**src/hdl/dpsm_defines.svh**
```systemverilog
`ifndef DPSM_DEFINES_SVH
`define DPSM_DEFINES_SVH

// ----------------------------------------------------------------
// clock and device timing, in ns
// ----------------------------------------------------------------
`define DPSM_CLK_PERIOD_NS          10  // ref_clk period
`define DPSM_SEM_UPDATE_PULSE_NS    10  // strobes off after a semaphore write
`define DPSM_SEM_WRITE_TO_READ_NS   5   // extra wait before the read strobe

// ----------------------------------------------------------------
// address layout
// ----------------------------------------------------------------
`define DPSM_ADDR_W                 14       // device address width
`define DPSM_DATA_W                 8        // device data width
`define DPSM_SEM_IDX_W              3        // semaphore index width
`define DPSM_SEM_COUNT              8        // number of semaphore latches
`define DPSM_MBOX_LEFT_ADDR         14'h3FFE // flag of the left port
`define DPSM_MBOX_RIGHT_ADDR        14'h3FFF // flag of the right port
`define DPSM_SEM_FREE_BIT           1'h1     // value that frees a semaphore
`define DPSM_SEM_TAKE_BIT           1'h0     // value that requests a semaphore

`endif

```
**src/hdl/dpsm_pkg.sv**
```systemverilog
`default_nettype none

package dpsm_pkg;

    // ------------------------------------------------------------
    // commands taken on the user port
    // ------------------------------------------------------------
    typedef enum logic [2:0] {
        DPSM_OP_MEM_RD    = 3'h0, // plain memory read
        DPSM_OP_MEM_WR    = 3'h1, // plain memory write
        DPSM_OP_SEM_ACQ   = 3'h2, // request semaphore, poll until owned
        DPSM_OP_SEM_REL   = 3'h3, // release semaphore
        DPSM_OP_SEM_INIT  = 3'h4, // write one to every semaphore
        DPSM_OP_MBOX_POST = 3'h5, // write partner mailbox word
        DPSM_OP_MBOX_READ = 3'h6  // read own mailbox word, clears flag
    } dpsm_op_t;

    // ------------------------------------------------------------
    // sequencer states, one-hot
    // ------------------------------------------------------------
    typedef enum logic [5:0] {
        DPSM_ST_IDLE  = 6'h01, // waiting for a command
        DPSM_ST_SETUP = 6'h02, // address out, busy settling
        DPSM_ST_WRITE = 6'h04, // write strobe low
        DPSM_ST_RECOV = 6'h08, // strobes off between semaphore accesses
        DPSM_ST_READ  = 6'h10, // output enable low, data settling
        DPSM_ST_DONE  = 6'h20  // answer presented
    } dpsm_state_t;

endpackage

`default_nettype wire

```
**src/hdl/dpsm_host_port.sv**
```systemverilog
// ----------------------------------------------------------------
// Summary of operation
// device grants one port on contention
// close races still grant one port
// busy follows match or enable fixed delay
// master drives busy lines as outputs
// hold writes until busy has settled
// slave blocks writes while busy asserted
// eight shared semaphore latches exist
// write zero, read back, poll on one
// strobes off update pulse before readback
// semaphore select low, chip enable high
// semaphore index is three low address bits
// semaphore write uses data bit zero
// taker reads zero, other side reads one
// owner writing one frees semaphore
// pending request wins on release
// repeated zero leaves ownership unchanged
// semaphore read drives all data lines
// semaphore read value held stable
// simultaneous requests give single owner
// software writes one to all semaphores
// left write at top sets right flag
// right write below top sets left flag
// ----------------------------------------------------------------

`include "dpsm_defines.svh"

`default_nettype none

module dpsm_host_port
    import dpsm_pkg::*;
#(
    parameter bit IS_LEFT        = 1'b1, // this controller drives the left port
    parameter int ADDR_TO_BUSY_NS = 15,  // busy settle after address
    parameter int OE_ACCESS_NS    = 15,  // output enable to data valid
    parameter int WRITE_PULSE_NS  = 15   // write strobe width
)
(
    input  wire logic                     ref_clk,     // system clock
    input  wire logic                     sys_rst,     // synchronous reset
    input  wire logic                     cmd_valid,   // command offered
    input  wire dpsm_op_t                 cmd_op,      // command code
    input  wire logic [`DPSM_ADDR_W-1:0]  cmd_addr,    // memory addr / sem index
    input  wire logic [`DPSM_DATA_W-1:0]  cmd_wdata,   // write data
    output var  logic                     cmd_ready,   // command taken when high
    output var  logic                     rsp_valid,   // one-cycle answer pulse
    output var  logic [`DPSM_DATA_W-1:0]  rsp_rdata,   // read data
    output var  logic                     rsp_granted, // semaphore owned
    output var  logic                     mbox_flag,   // own mailbox flag set
    output var  logic                     ce_n,        // chip enable, low
    output var  logic                     sem_n,       // semaphore select, low
    output var  logic                     oe_n,        // output enable, low
    output var  logic                     rw_n,        // low for write
    output var  logic [`DPSM_ADDR_W-1:0]  addr,        // address pins
    output var  logic [`DPSM_DATA_W-1:0]  dq_o,        // data pins out
    output var  logic                     dq_oe_n,     // low while driving dq
    input  wire logic [`DPSM_DATA_W-1:0]  dq_i,        // data pins in
    input  wire logic                     busy_n,      // busy from device, low
    input  wire logic                     int_n        // mailbox flag, low
);

    // ------------------------------------------------------------
    // cycle counts
    // ------------------------------------------------------------
    // least times round up, never below one cycle
    function automatic int ns_to_cyc(input int ns);
        int c;
        c = (ns + `DPSM_CLK_PERIOD_NS - 1) / `DPSM_CLK_PERIOD_NS;
        return (c < 1) ? 1 : c;
    endfunction

    localparam logic [3:0] SETTLE_CYC = 4'(ns_to_cyc(ADDR_TO_BUSY_NS));
    localparam logic [3:0] ACCESS_CYC = 4'(ns_to_cyc(OE_ACCESS_NS));
    localparam logic [3:0] PULSE_CYC  = 4'(ns_to_cyc(WRITE_PULSE_NS));
    localparam logic [3:0] GAP_CYC    = 4'(ns_to_cyc(`DPSM_SEM_UPDATE_PULSE_NS
                                                     + `DPSM_SEM_WRITE_TO_READ_NS));

    // own flag and the partner's flag sit at fixed top addresses
    localparam logic [`DPSM_ADDR_W-1:0] OWN_MBOX  =
        IS_LEFT ? `DPSM_MBOX_LEFT_ADDR : `DPSM_MBOX_RIGHT_ADDR;
    localparam logic [`DPSM_ADDR_W-1:0] PEER_MBOX =
        IS_LEFT ? `DPSM_MBOX_RIGHT_ADDR : `DPSM_MBOX_LEFT_ADDR;

    // ------------------------------------------------------------
    // state
    // ------------------------------------------------------------
    dpsm_state_t                state_r;    // sequencer
    dpsm_state_t                state_nxt;  // its next value
    dpsm_op_t                   op_r;       // latched command
    logic [`DPSM_ADDR_W-1:0]    addr_r;     // latched address
    logic [`DPSM_DATA_W-1:0]    wdata_r;    // latched write data
    logic [3:0]                 cnt_r;      // wait counter
    logic [3:0]                 cnt_nxt;    // its next value
    logic [`DPSM_SEM_IDX_W-1:0] idx_r;      // init walk index
    logic [`DPSM_DATA_W-1:0]    rdata_r;    // captured read data

    // ------------------------------------------------------------
    // decode
    // ------------------------------------------------------------
    wire accept    = cmd_valid && cmd_ready;
    wire dpsm_op_t op_nxt = accept ? cmd_op : op_r;
    wire is_sem    = (op_r == DPSM_OP_SEM_ACQ) || (op_r == DPSM_OP_SEM_REL)
                     || (op_r == DPSM_OP_SEM_INIT);
    wire is_sem_nx = (op_nxt == DPSM_OP_SEM_ACQ) || (op_nxt == DPSM_OP_SEM_REL)
                     || (op_nxt == DPSM_OP_SEM_INIT);
    wire is_write  = (op_r != DPSM_OP_MEM_RD) && (op_r != DPSM_OP_MBOX_READ);
    wire cnt_done  = (cnt_r == 4'h1);
    wire last_sem  = (idx_r == `DPSM_SEM_IDX_W'(`DPSM_SEM_COUNT - 1));
    wire sem_taken = (rdata_r[0] == `DPSM_SEM_TAKE_BIT);
    wire sem_lost  = (dq_i[0] != `DPSM_SEM_TAKE_BIT);

    // latched address for the chosen command
    wire [`DPSM_ADDR_W-1:0] addr_sel =
        (cmd_op == DPSM_OP_MBOX_POST) ? PEER_MBOX :
        (cmd_op == DPSM_OP_MBOX_READ) ? OWN_MBOX  :
        cmd_addr;

    // semaphore data carries one bit, upper lines zero
    wire [`DPSM_DATA_W-1:0] sem_wdata =
        (op_nxt == DPSM_OP_SEM_ACQ) ? `DPSM_DATA_W'(`DPSM_SEM_TAKE_BIT)
                                    : `DPSM_DATA_W'(`DPSM_SEM_FREE_BIT);

    // ------------------------------------------------------------
    // sequencer
    // ------------------------------------------------------------
    always_comb
    begin
        state_nxt = state_r;
        cnt_nxt   = (cnt_r > 4'h1) ? cnt_r - 4'h1 : cnt_r;
        case (state_r)
            DPSM_ST_IDLE:
            begin
                // address and select go out, busy gets time to settle;
                // only a taken command moves on, else op_r would be stale
                if (accept)
                begin
                    state_nxt = DPSM_ST_SETUP;
                    cnt_nxt   = SETTLE_CYC;
                end
            end
            DPSM_ST_SETUP:
            begin
                // memory access waits out an asserted busy
                if (cnt_done && (is_sem || busy_n))
                begin
                    state_nxt = is_write ? DPSM_ST_WRITE : DPSM_ST_READ;
                    cnt_nxt   = is_write ? PULSE_CYC : ACCESS_CYC;
                end
            end
            DPSM_ST_WRITE:
            begin
                // an acquire goes on to read back its latch
                if (cnt_done)
                begin
                    state_nxt = (op_r == DPSM_OP_SEM_ACQ) ? DPSM_ST_RECOV
                                                          : DPSM_ST_DONE;
                    cnt_nxt   = GAP_CYC;
                end
            end
            DPSM_ST_RECOV:
            begin
                if (cnt_done)
                begin
                    state_nxt = DPSM_ST_READ;
                    cnt_nxt   = ACCESS_CYC;
                end
            end
            DPSM_ST_READ:
            begin
                if (cnt_done)
                begin
                    // reading one means the other side owns it: poll again
                    if ((op_r == DPSM_OP_SEM_ACQ) && sem_lost)
                    begin
                        state_nxt = DPSM_ST_RECOV;
                        cnt_nxt   = GAP_CYC;
                    end
                    else
                    begin
                        state_nxt = DPSM_ST_DONE;
                    end
                end
            end
            DPSM_ST_DONE:
            begin
                // init walks every latch before answering
                if ((op_r == DPSM_OP_SEM_INIT) && !last_sem)
                begin
                    state_nxt = DPSM_ST_SETUP;
                    cnt_nxt   = SETTLE_CYC;
                end
                else
                begin
                    state_nxt = DPSM_ST_IDLE;
                end
            end
            default:
            begin
                state_nxt = DPSM_ST_IDLE;
            end
        endcase
    end

    // ------------------------------------------------------------
    // pin next values
    // ------------------------------------------------------------
    wire active_nx = (state_nxt == DPSM_ST_SETUP) || (state_nxt == DPSM_ST_WRITE)
                     || (state_nxt == DPSM_ST_READ);
    wire ce_n_nxt  = !(active_nx && !is_sem_nx);
    wire sem_n_nxt = !(active_nx && is_sem_nx);
    wire init_step = (state_r == DPSM_ST_DONE) && (state_nxt == DPSM_ST_SETUP);
    // walk index restarts with every taken command, so a second init starts at zero
    wire [`DPSM_SEM_IDX_W-1:0] idx_nxt = accept ? `DPSM_SEM_IDX_W'(0)
                                       : init_step ? idx_r + `DPSM_SEM_IDX_W'(1) : idx_r;

    // ------------------------------------------------------------
    // registers
    // ------------------------------------------------------------
    // control and pins; pins switch with the state so they come from flops
    always_ff @(posedge ref_clk)
    begin
        if (sys_rst)
        begin
            state_r     <= DPSM_ST_IDLE;
            cnt_r       <= 4'h0;
            op_r        <= DPSM_OP_MEM_RD;
            idx_r       <= `DPSM_SEM_IDX_W'(0);
            cmd_ready   <= 1'b0;
            rsp_valid   <= 1'b0;
            rsp_granted <= 1'b0;
            ce_n        <= 1'b1;
            sem_n       <= 1'b1;
            oe_n        <= 1'b1;
            rw_n        <= 1'b1;
            dq_oe_n     <= 1'b1;
            mbox_flag   <= 1'b0;
        end
        else
        begin
            state_r     <= state_nxt;
            cnt_r       <= cnt_nxt;
            op_r        <= op_nxt;
            idx_r       <= idx_nxt;
            cmd_ready   <= (state_nxt == DPSM_ST_IDLE) && !accept;
            rsp_valid   <= (state_nxt == DPSM_ST_IDLE) && (state_r == DPSM_ST_DONE);
            rsp_granted <= (state_r == DPSM_ST_DONE) && (op_r == DPSM_OP_SEM_ACQ)
                           && sem_taken;
            ce_n        <= ce_n_nxt;
            sem_n       <= sem_n_nxt;
            oe_n        <= !(state_nxt == DPSM_ST_READ);
            rw_n        <= !(state_nxt == DPSM_ST_WRITE);
            dq_oe_n     <= !(state_nxt == DPSM_ST_WRITE);
            mbox_flag   <= !int_n;
        end
    end

    // data path: no reset needed, qualified by the strobes
    always_ff @(posedge ref_clk)
    begin
        if (accept)
        begin
            addr_r  <= addr_sel;
            wdata_r <= is_sem_nx ? sem_wdata : cmd_wdata;
        end
        if ((state_r == DPSM_ST_READ) && cnt_done)
        begin
            rdata_r <= dq_i;
        end
        addr    <= (is_sem_nx && (op_nxt == DPSM_OP_SEM_INIT))
                   ? `DPSM_ADDR_W'(idx_nxt)
                   : (accept ? addr_sel : addr_r);
        dq_o    <= accept ? (is_sem_nx ? sem_wdata : cmd_wdata) : wdata_r;
        rsp_rdata <= rdata_r;
    end

    // ------------------------------------------------------------
    // checks
    // ------------------------------------------------------------
    sem_select_a: assert property (@(posedge ref_clk) disable iff (sys_rst)
        !sem_n |-> ce_n)
        else $error("semaphore select low with chip enable low");

    busy_settle_a: assert property (@(posedge ref_clk) disable iff (sys_rst)
        ($fell(rw_n) && !ce_n) |-> $past(busy_n) && $past(!ce_n, 2))
        else $error("memory write started before busy settled");

    sem_gap_a: assert property (@(posedge ref_clk) disable iff (sys_rst)
        ($rose(rw_n) && $past(!sem_n)) |-> (sem_n || oe_n) [*2])
        else $error("semaphore read started too soon after write");

    sem_grant_a: assert property (@(posedge ref_clk) disable iff (sys_rst)
        (rsp_valid && (op_r == DPSM_OP_SEM_ACQ)) |-> rsp_granted && !rsp_rdata[0])
        else $error("acquire answered without reading zero");

    sem_data_a: assert property (@(posedge ref_clk) disable iff (sys_rst)
        (!rw_n && !sem_n) |-> (dq_o[7:1] == 7'h00) && !dq_oe_n)
        else $error("semaphore write drives upper data lines");

    init_ones_a: assert property (@(posedge ref_clk) disable iff (sys_rst)
        (!rw_n && !sem_n && (op_r == DPSM_OP_SEM_INIT)) |-> dq_o[0])
        else $error("init wrote a zero to a semaphore");

endmodule

`default_nettype wire

```
**config.mk**
```make
export PLATFORM = sky130hd
export DESIGN_NAME = dpsm_host_port
export DESIGN_NICKNAME = d
export VERILOG_FILES = /design/src/hdl/dpsm_pkg.sv /design/src/hdl/dpsm_host_port.sv
export VERILOG_INCLUDE_DIRS = /design/src /design/src/hdl
export SDC_FILE = /design/constraint.sdc
export NUM_CORES = 1
export LEC_CHECK = 0
export BUFFER_PORTS_ARGS = -buffer_cell sky130_fd_sc_hd__buf_2
export CORE_MARGIN = 2
export CORE_UTILIZATION = 47
export DETAILED_ROUTE_END_ITERATION = 10
export GPL_TIMING_DRIVEN = 0
export PLACE_DENSITY = 0.75
export SLEW_MARGIN = 15
export SYNTH_ARGS = -nofsm -noshare
export SYNTH_HDL_FRONTEND = slang
export SYNTH_SLANG_ARGS = --single-unit
```
**constraint.sdc**
```tcl
create_clock -name ref_clk -period 2 [get_ports ref_clk]
set_input_delay 0 -clock ref_clk [delete_from_list [all_inputs] [get_ports ref_clk]]
set_output_delay 0 -clock ref_clk [all_outputs]
set_load 0.02 [all_outputs]
```
Word-level counts from Yosys, hierarchy flattened
Cells that the tools add are included.
{"block": "classes", "muxes": 27, "n_div": 0, "multipliers": 0, "n_shift": 0, "bitwise_logic": 1, "eq_ne": 21, "n_reduce_logical": 31, "n_lt_le_gt_ge": 1, "add_sub_neg": 2}
{"cell": "2-to-1 mux 14 bit", "count": 3}
{"cell": "2-to-1 mux 6 bit", "count": 7}
{"cell": "one-hot mux 6 bit (6 select lines)", "count": 1}
{"cell": "2-to-1 mux 4 bit", "count": 7}
{"cell": "one-hot mux 4 bit (5 select lines)", "count": 1}
{"cell": "equality test 3 bit, second input constant", "count": 5}
{"cell": "logical AND 1 bit", "count": 14}
{"cell": "equality test 3 x 2 -> 1 bit, second input constant", "count": 4}
{"cell": "equality test 6 x 1 -> 1 bit, second input constant", "count": 2}
{"cell": "equality test 6 x 2 -> 1 bit, second input constant", "count": 2}
{"cell": "equality test 6 x 3 -> 1 bit, second input constant", "count": 2}
{"cell": "equality test 6 x 5 -> 1 bit, second input constant", "count": 2}
{"cell": "2-to-1 mux 3 bit", "count": 4}
{"cell": "logical NOT 1 bit", "count": 8}
{"cell": "2-to-1 mux 8 bit", "count": 1}
{"cell": "logical OR 1 bit", "count": 7}
{"cell": "equality test 6 x 4 -> 1 bit, second input constant", "count": 1}
{"cell": "equality test 6 bit, second input constant", "count": 1}
{"cell": "2-to-1 mux 5 bit", "count": 1}
{"cell": "equality test 4 x 1 -> 1 bit, second input constant", "count": 1}
{"cell": "> comparator 4 x 1 -> 1 bit, second input constant", "count": 1}
{"cell": "subtractor 4 x 1 -> 4 bit, second input constant", "count": 1}
{"cell": "adder 3 x 1 -> 3 bit, second input constant", "count": 1}
{"cell": "inequality test 3 bit, second input constant", "count": 1}
{"cell": "other kinds (5)", "count": 5}
{"block": "totals", "romBits": 0, "register_bits": 76, "output_inout_bits": 39, "mem_count": 0, "ramBits": 0, "latch_bits": 0}

Logic depth before layout (Yosys ltp)
Gate-level depths: netlist (run 1).
{"block": "logic_depth", "ltp_word": 12, "ltp_mapped": 8}

Worst setup path before layout (run 1)
OpenSTA, ideal clock, no wires.
{"block": "synth_timing", "path_type": "register to register", "from": "register cnt_r[1]", "to": "register cnt_r[1]", "path_stages_with_launch": 9, "path_slack_ps": 113, "t_arrival_ps": 1806, "required_ps": 1919, "cell_sequence": "dfxtp_1 > inv_1 > ha_1 > or3b_2 > buf_2 > nor3_1 > nand3_1 > o211a_1 > a41oi_1"}
{"block": "synth_via", "elab_chain_len": 5}
{"item": "start: declaration", "line": "dpsm_host_port.sv:93", "text": "logic [3:0] cnt_r;"}
{"item": "start signal: assignment", "line": "dpsm_host_port.sv:242", "text": "cnt_r <= cnt_nxt;"}
{"item": "subtractor 4 x 1 -> 4 bit or > comparator 4 x 1 -> 1 bit (tied branches)", "line": "dpsm_host_port.sv:130", "text": "cnt_nxt = (cnt_r > 4'h1) ? cnt_r - 4'h1 : cnt_r;"}
{"item": "2-to-1 mux 4 bit", "line": "dpsm_host_port.sv:130"}
{"item": "2-to-1 mux 4 bit", "line": "dpsm_host_port.sv:174", "text": "if ((op_r == DPSM_OP_SEM_ACQ) && sem_lost)"}
{"item": "2-to-1 mux 4 bit", "line": "dpsm_host_port.sv:171", "text": "if (cnt_done)"}
{"item": "one-hot mux 4 bit (5 select lines) *", "line": "dpsm_host_port.sv:131", "text": "case (state_r)"}
Every way passes the cells marked *; elsewhere a longest branch is shown, timed or not.
A chain may end at the register's enable or synchronous reset.

Worst setup path in the final report (run 1)
{"block": "layout_timing", "from": "register state_r[1]", "to": "register sem_n"}
{"block": "layout_via", "elab_chain_len": 7}
{"item": "start: declaration", "line": "dpsm_host_port.sv:88", "text": "dpsm_state_t state_r;"}
{"item": "start signal: assignment", "line": "dpsm_host_port.sv:241", "text": "state_r <= state_nxt;"}
{"item": "equality test 6 bit (tied with other cells)", "line": "dpsm_host_port.sv:131"}
{"item": "one-hot mux 6 bit (6 select lines) *", "line": "dpsm_host_port.sv:131"}
{"item": "equality test 6 x 2 -> 1 bit or equality test 6 x 3 -> 1 bit (tied branches)", "line": "dpsm_host_port.sv:208", "text": "wire active_nx = (state_nxt == DPSM_ST_SETUP) || (state_nxt == DPSM_ST_WRITE)"}
{"item": "logical OR 1 bit", "line": "dpsm_host_port.sv:208"}
{"item": "logical OR 1 bit *", "line": "dpsm_host_port.sv:209", "text": "|| (state_nxt == DPSM_ST_READ);"}
{"item": "logical AND 1 bit *", "line": "dpsm_host_port.sv:211", "text": "wire sem_n_nxt = !(active_nx && is_sem_nx);"}
{"item": "logical NOT 1 bit *", "line": "dpsm_host_port.sv:211"}
{"item": "end signal: assignment", "line": "dpsm_host_port.sv:250", "text": "sem_n <= sem_n_nxt;"}
{"item": "end: declaration", "line": "dpsm_host_port.sv:52", "text": "output var logic sem_n,"}
Marked as above.

==> reports/results.ini, run 1 <==
[global_route]
grt_max_degree = 18
grt_pass1_wl_um = 10700
grt-ovfl-total = 0
grt_pass1_vias = 2362
antenna_found_initial = 0
grt_usage = 0.209

[critical_path]
worstPathMaxFanout = 10
crit_path_cell_trace = buf_2, nor4b_1, a31oi_1, a2111oi_2, o32ai_1, a311o_1
crit_type = reg -> reg
cp.arrival_ns = 2.21
r2r-start = state_r[1]
start_kind = register
startpoint = state_r[1]
critPathCaptureType = register
worst_ep_required_time_ns = 2.23
critical-path-max-stage-delay_ns = 0.37
critPathSlowestCell = a2111oi_2

[run]
cap_violations = 0

[place]
port_buffers = 75
gp_congestion = 0.845
dpl_worst_slack_ns = -0.206
hpwl_um = 4620
placed_cell_area_um2 = 3360

[sta]
setup_viol = 0
hold_viol_final = 0
finClkSkew_ns = 0.0107
tightest_slew_ns = 0.827
fin_crit_ns = 1.98
setup-tns-final_ns = 0
slew_viol_final = 0
slew_headroom = 0.449
finalCritPeriodShare = 0.989
finalWorstSetupSlack_ns = 0.0211
fmaxAchievable_ghz = 0.505
hold_ws_ns = 0.0223
rsz0062_at_grt = yes

[worst_hold_path]
hp-start = cmd_addr[0]
hold_class = in -> reg

[drt]
drt-pass1-iter-count = 4
drtIter0Drc = 114
drc = 0
drtAntennaViolNets = 0
avgViaCountPerCell = 5.17
vias = 2446
avgRoutedWirePerCell_um = 14.5
wl_um = 6840

[synthesis]
synthTopCellsByArea = dfxtp_1 41%, edfxtp_1 17%, nor2_1 3.4%
ys_seq_area_frac = 0.581
synthTopCellsByCount = 60 x dfxtp_1, 26 x nor2_1, 20 x inv_1, 16 x edfxtp_1
synth_area_um2 = 2900
yosys.area.top_type = dfxtp_1
synth_cells = 276
synth-main-ff-cell = dfxtp_1
syn_nets = 318
yosysMostFrequentCell = dfxtp_1
yosysTopAreaCellShare = 0.415
syn_area_per_cell_um2 = 10.5
yosys_warnings = 0
synthArstFlopShare = 0
ys_types = 59
synth_edf_count = 16
synth-seq-cells = 76

[finish]
drive_gt1_frac = 0.307
nNetsFinal = 435
final_area_um2 = 3930
area_delta_synth_final_pct = 35.8
fill_cells = 447
diodes = 0

[power_and_ir_drop]
switching_share = 0.332
p_int_mw = 2.79
ir_worst_vdd_uv = 661
power_density_nw_per_um2 = 1060
switching_power_mw = 1.39
clkPwrFrac = 0.264
power.leakage_nw = 1.63
seqPwrFrac = 0.469
combPwrFrac = 0.266

[clock_network]
cts_max_path_buffers = 2
cts_setup_buffers = 0
clkTransAtPathRegs_ns = 0.09
cts-root-buf = clkbuf_8
cts_tree = yes
worstSkewPairLatency_ns = 0.35
htreeDepth = 3
cts.sinks = 76
cts_buffers = 9

[floorplan]
initial_core_util = 0.489
fp.dieH_um = 82.5
dieWidth_um = 82.5
die-area_um2 = 6800
rows = 28
ios = 77
coreArea_um2 = 5920

[status]
status = complete, no violations

[cells by family (layout without fill, tap and decap cells)]
logic type | Yosys count | after routing | synth area share
AO/OA/AOI/OAI | 50 | 50 | 0.124
XOR/XNOR | 7 | 7 | 0.0212
adder cells (fa/ha/maj) | 4 | 4 | 0.0173
buffers and inverters | 36 | 158 | 0.0549
flip-flops | 76 | 76 | 0.581
multiplexers | 4 | 4 | 0.0143
AND/OR/NAND/NOR | 99 | 99 | 0.187
[stage by stage]
stage / instances / utilization / total power [mW]
6_report: 473 / 0.664 / 4.17
5_1_grt: 473 / 0.664 / 4.40
2_1_floorplan: 276 / - / 2.69
4_1_cts: 474 / 0.659 / 4.16
3_5_place_dp: 426 / 0.568 / 3.01
3_3_place_gp: 426 / 0.568 / 2.96
[layout make-up]
cell class / count / area (um^2) / share of cell area
clock inverters: 7 / 61.3 / 0.0156
multi-input cells: 164 / 1120 / 0.284
inverters: 22 / 86.3 / 0.0220
clock buffers: 9 / 124 / 0.0315
repair buffers: 107 / 696 / 0.177
plain buffers: 13 / 71.3 / 0.0181
well taps: 75 / 93.8 / 0.0239
flip-flops and latches: 76 / 1680 / 0.428
[worst max-delay path: cells and delay by family, from the launching register on]
family | cells | cell delay (ns)
compound gates | 4 | 1.01
flops | 1 | 0.35
simple gates | 1 | 0.30
buf+inv | 1 | 0.20
[worst paths after layout]
check                  to  slack, ns  cells past startpoint
max                 sem_n       0.02                      6
min             addr_r[0]       0.02                      5
max reg2reg         sem_n       0.02                      6
min reg2reg  rsp_rdata[2]       0.35                      0
[registers in the layout (all words and copies together), names as in the netlist, 3 cells and up]
| signal | count |
|---|---|
| state_r | 6 |
| addr | 14 |
| rsp_rdata | 8 |
| cnt_r | 4 |
| idx_r | 3 |
| op_r | 3 |
| wdata_r | 8 |
| rdata_r | 8 |
| addr_r | 14 |
[placed cells by master, fill, tap and decap left out, types with 2 or more instances in the layout]
| cell type | Yosys | layout |
|---|---|---|
| a21oi_1 | 9 | 8 |
| a311oi_1 | 3 | 3 |
| a31oi_1 | 2 | 2 |
| and2_1 | 7 | 7 |
| and4_1 | 2 | 2 |
| buf_2 | 4 | 78 |
| buf_4 | 3 | 3 |
| clkbuf_1 | 6 | 6 |
| clkbuf_8 | 0 | 9 |
| dfxtp_1 | 60 | 59 |
| dlygate4sd3_1 | 0 | 32 |
| edfxtp_1 | 16 | 16 |
| ha_1 | 4 | 3 |
| inv_1 | 20 | 20 |
| inv_6 | 0 | 4 |
| mux2i_1 | 3 | 3 |
| nand2_1 | 15 | 14 |
| nand2b_1 | 3 | 3 |
| nand3_1 | 5 | 4 |
| nand3_2 | 1 | 2 |
| nand4_1 | 2 | 2 |
| nor2_1 | 26 | 23 |
| nor2_2 | 1 | 2 |
| nor2_4 | 1 | 3 |
| nor2b_1 | 3 | 3 |
| nor3_1 | 14 | 13 |
| nor4_1 | 3 | 3 |
| o211ai_1 | 2 | 2 |
| o21ai_0 | 5 | 5 |
| o22ai_1 | 15 | 15 |
| or2_1 | 3 | 3 |
| or3_1 | 2 | 2 |
| xnor2_1 | 5 | 5 |
| xor2_1 | 2 | 2 |
[per-layer routing]
| metal | GRT usage | wire (um) |
|---|---|---|
| met1 | 0.250 | 2910 |
| met2 | 0.353 | 3370 |
| met3 | 0.0565 | 476 |
| met4 | 0.0900 | 82 |
| met5 | 0 | 0 |
[what timing repair did]
item | 4_1_cts | 5_1_grt
gates resized for setup | 7 | 10
hold endpoints to repair | 44 | 0
pin swaps | 0 | 2
setup endpoints to repair | 15 | 38
hold buffers | 32 | 0
[power groups by stage]
| stage | Sequential, mW | Clock (mW) | Combinational (mW) |
|---|---|---|---|
| 6_report | 1.96 | 1.10 | 1.11 |
| 5_1_grt | 1.98 | 1.19 | 1.23 |
| 4_1_cts | 1.95 | 1.12 | 1.10 |
| 3_5_place_dp | 1.98 | 0 | 1.03 |
| 3_3_place_gp | 1.96 | 0 | 0.996 |
| 2_1_floorplan | 2.13 | 0 | 0.562 |
Note: power is estimated with default switching activity, not from simulation.
==> run 2: changes to the inputs <==
Settings changed: MAX_ROUTING_LAYER set to met4.
==> run 2 against run 1 <==
Against the previous run:
- combinational power about the same
- wire length about the same
- via count hardly changed
- design area did not move
- sequential power hardly changed
- critical path type unchanged
- largest cell class unchanged
- largest power group unchanged
==> reports/results.ini, run 2 (synthesis results as in run 1) <==
[status]
status = complete, no violations

[finish]
nNetsFinal = 435  ; unchanged
fill_cells = 447  ; unchanged
layout_common_cells = 78 x buf_2, 59 x dfxtp_1, 32 x dlygate4sd3_1, 23 x nor2_1, 20 x inv_1
final_common_cell = buf_2
drive_gt1_frac = 0.307  ; unchanged
area_delta_synth_final_pct = 35.8  ; unchanged
reg_top3 = addr (14), addr_r (14)
diodes = 0  ; unchanged
final_util = 0.664  ; unchanged
final_cells = 473  ; unchanged

[global_route]
grt_pass1_wl_um = 10800  ; +0.26%
grt-ovfl-total = 0  ; unchanged
grt_max_degree = 18  ; unchanged
antenna_found_initial = 0  ; unchanged
grt_usage = 0.216  ; +0.00668
grt_pass1_vias = 2362  ; unchanged

[sta]
rsz0062_at_grt = yes
slew_viol_final = 0  ; unchanged
slew_headroom = 0.411  ; -0.0376
finalCritPeriodShare = 0.995  ; +0.00541
finClkSkew_ns = 0.0107  ; -0.0000142 ns
setup_viol = 0  ; unchanged
fmaxAchievable_ghz = 0.503  ; -0.54%
fin_crit_ns = 1.99  ; +0.0108 ns
hold_viol_final = 0  ; unchanged
tightest_slew_ns = 0.884  ; +0.0564 ns

[clock_network]
worstSkewPairLatency_ns = 0.34  ; about the same
cts_setup_buffers = 0  ; unchanged
cts.sinks = 76  ; unchanged
clkTransAtPathRegs_ns = 0.09  ; about the same
cts_tree = yes
cts_max_path_buffers = 2  ; unchanged
htreeDepth = 3  ; unchanged
cts_buffers = 9  ; unchanged
cts-root-buf = clkbuf_8

[drt]
drt-pass1-iter-count = 4  ; unchanged
drc = 0  ; unchanged
drtAntennaViolNets = 0  ; unchanged
drtIter0Drc = 139  ; +22%
avgViaCountPerCell = 5.17  ; about the same
wl_um = 6840  ; about the same
vias = 2447  ; +0.041%
avgRoutedWirePerCell_um = 14.5  ; about the same

[power_and_ir_drop]
clkPwrFrac = 0.263  ; about the same
combPwrFrac = 0.267  ; about the same
switching_share = 0.331  ; -0.00105
p_int_mw = 2.79  ; about the same
seqPwrFrac = 0.470  ; about the same
power_density_nw_per_um2 = 1060  ; -0.15%
power.leakage_nw = 1.63  ; unchanged
ir_worst_vdd_uv = 661  ; about the same
switching_power_mw = 1.38  ; -0.47%

[worst_hold_path]
hp-start = cmd_op[0]
holdPathStages = 3  ; -2
hold_class = in -> reg
hold_end = op_r[0]

[critical_path]
startpoint = state_r[1]
cp.arrival_ns = 2.21  ; about the same
critPathCaptureType = register
worst_ep_required_time_ns = 2.22  ; about the same
regToRegSetupSlack_ns = 0.01  ; about the same
worstPathMaxFanout = 10  ; unchanged
reg2reg_to = sem_n
start_kind = register
worstRegToRegCells = 6  ; unchanged
crit_type = reg -> reg
r2r-start = state_r[1]

[run]
cap_violations = 0  ; unchanged

[floorplan]
initial_core_util = 0.489  ; unchanged
rows = 28  ; unchanged
fp.dieH_um = 82.5  ; unchanged
die-area_um2 = 6800  ; unchanged
ios = 77  ; unchanged
dieWidth_um = 82.5  ; unchanged
coreArea_um2 = 5920  ; unchanged

[place]
gp_congestion = 0.858  ; +1.6%
hpwl_um = 4620  ; unchanged
port_buffers = 75  ; unchanged
dp.cells = 426  ; unchanged

run 2: cell counts in the layout (fill, tap and decap cells not counted):
Identical to the previous run, type by type.
run 2: area by class of cell:
cell class                      instances  area [um^2]  share of cell area
Clock inverter                          7         61.3              0.0156
Inverter                               22         86.3              0.0220
Clock buffer                            9          124              0.0315
Timing Repair Buffer                  107          696               0.177
Buffer                                 13         71.3              0.0181
Tap cell                               75         93.8              0.0239
Multi-Input combinational cell        164         1120               0.284
Sequential cell                        76         1680               0.428
run 2: worst max-delay path: stages, from the launching register on:
cell and delay (ns):
dfxtp_1 0.35, buf_2 0.20, nor4b_1 0.31, a31oi_1 0.10, a2111oi_2 0.37, o32ai_1 0.19, a311o_1 0.35
run 2: what timing repair did:
item / in CTS / in global routing
endpoints found under the setup margin: 15 / 38
pin swaps: 0 / 2
hold buffers: 32 / 0
cloned: 0 / 0
hold endpoints to repair: 44 / 0
gates resized for setup: 7 / 10
run 2: layer usage:
metal | GRT usage | vias up | routed length [um]
met5 | - | - | 0
met4 | 0.0900 | 0 | 114
met3 | 0.0565 | 12 | 502
met2 | 0.352 | 97 | 3360
met1 | 0.253 | 1131 | 2870
li1 | - | 1207 | -
run 2: worst max-delay path by stage:
stage                     cells past startpoint  endpoint  slack, ns
final                                         6     sem_n       0.01
after global routing                          6  cnt_r[0]      -0.06
after CTS                                     6     sem_n      -0.03
after detailed placement                      7     sem_n      -0.21
after global placement                        8  cnt_r[1]      -0.18
after floorplan                               8  cnt_r[1]       0.11
run 2: power groups by stage:
| stage | Clock [mW] | Sequential (mW) | Combinational [mW] |
|---|---|---|---|
| 5_1_grt | 1.19 | 1.98 | 1.23 |
| 2_1_floorplan | 0 | 2.13 | 0.562 |
| 3_5_place_dp | 0 | 1.98 | 1.03 |
| 3_3_place_gp | 0 | 1.96 | 0.996 |
| 4_1_cts | 1.12 | 1.95 | 1.10 |
| 6_report | 1.10 | 1.96 | 1.11 |
run 2: per-stage QoR:
| stage | power [mW] | setup TNS (ns) | setup slack (ns) | area [um^2] | hold slack [ns] |
|---|---|---|---|---|---|
| 2_1_floorplan | 2.69 | 0 | 0.113 | 2900 | 0.0724 |
| 3_3_place_gp | 2.96 | -1.21 | -0.184 | 3360 | 0.173 |
| 3_5_place_dp | 3.01 | -1.33 | -0.206 | 3360 | 0.178 |
| 4_1_cts | 4.16 | -0.0266 | -0.0266 | 3900 | 0.0175 |
| 5_1_grt | 4.40 | -0.191 | -0.0589 | 3930 | 0.0568 |
| 6_report | 4.17 | 0 | 0.0103 | 3930 | 0.0262 |
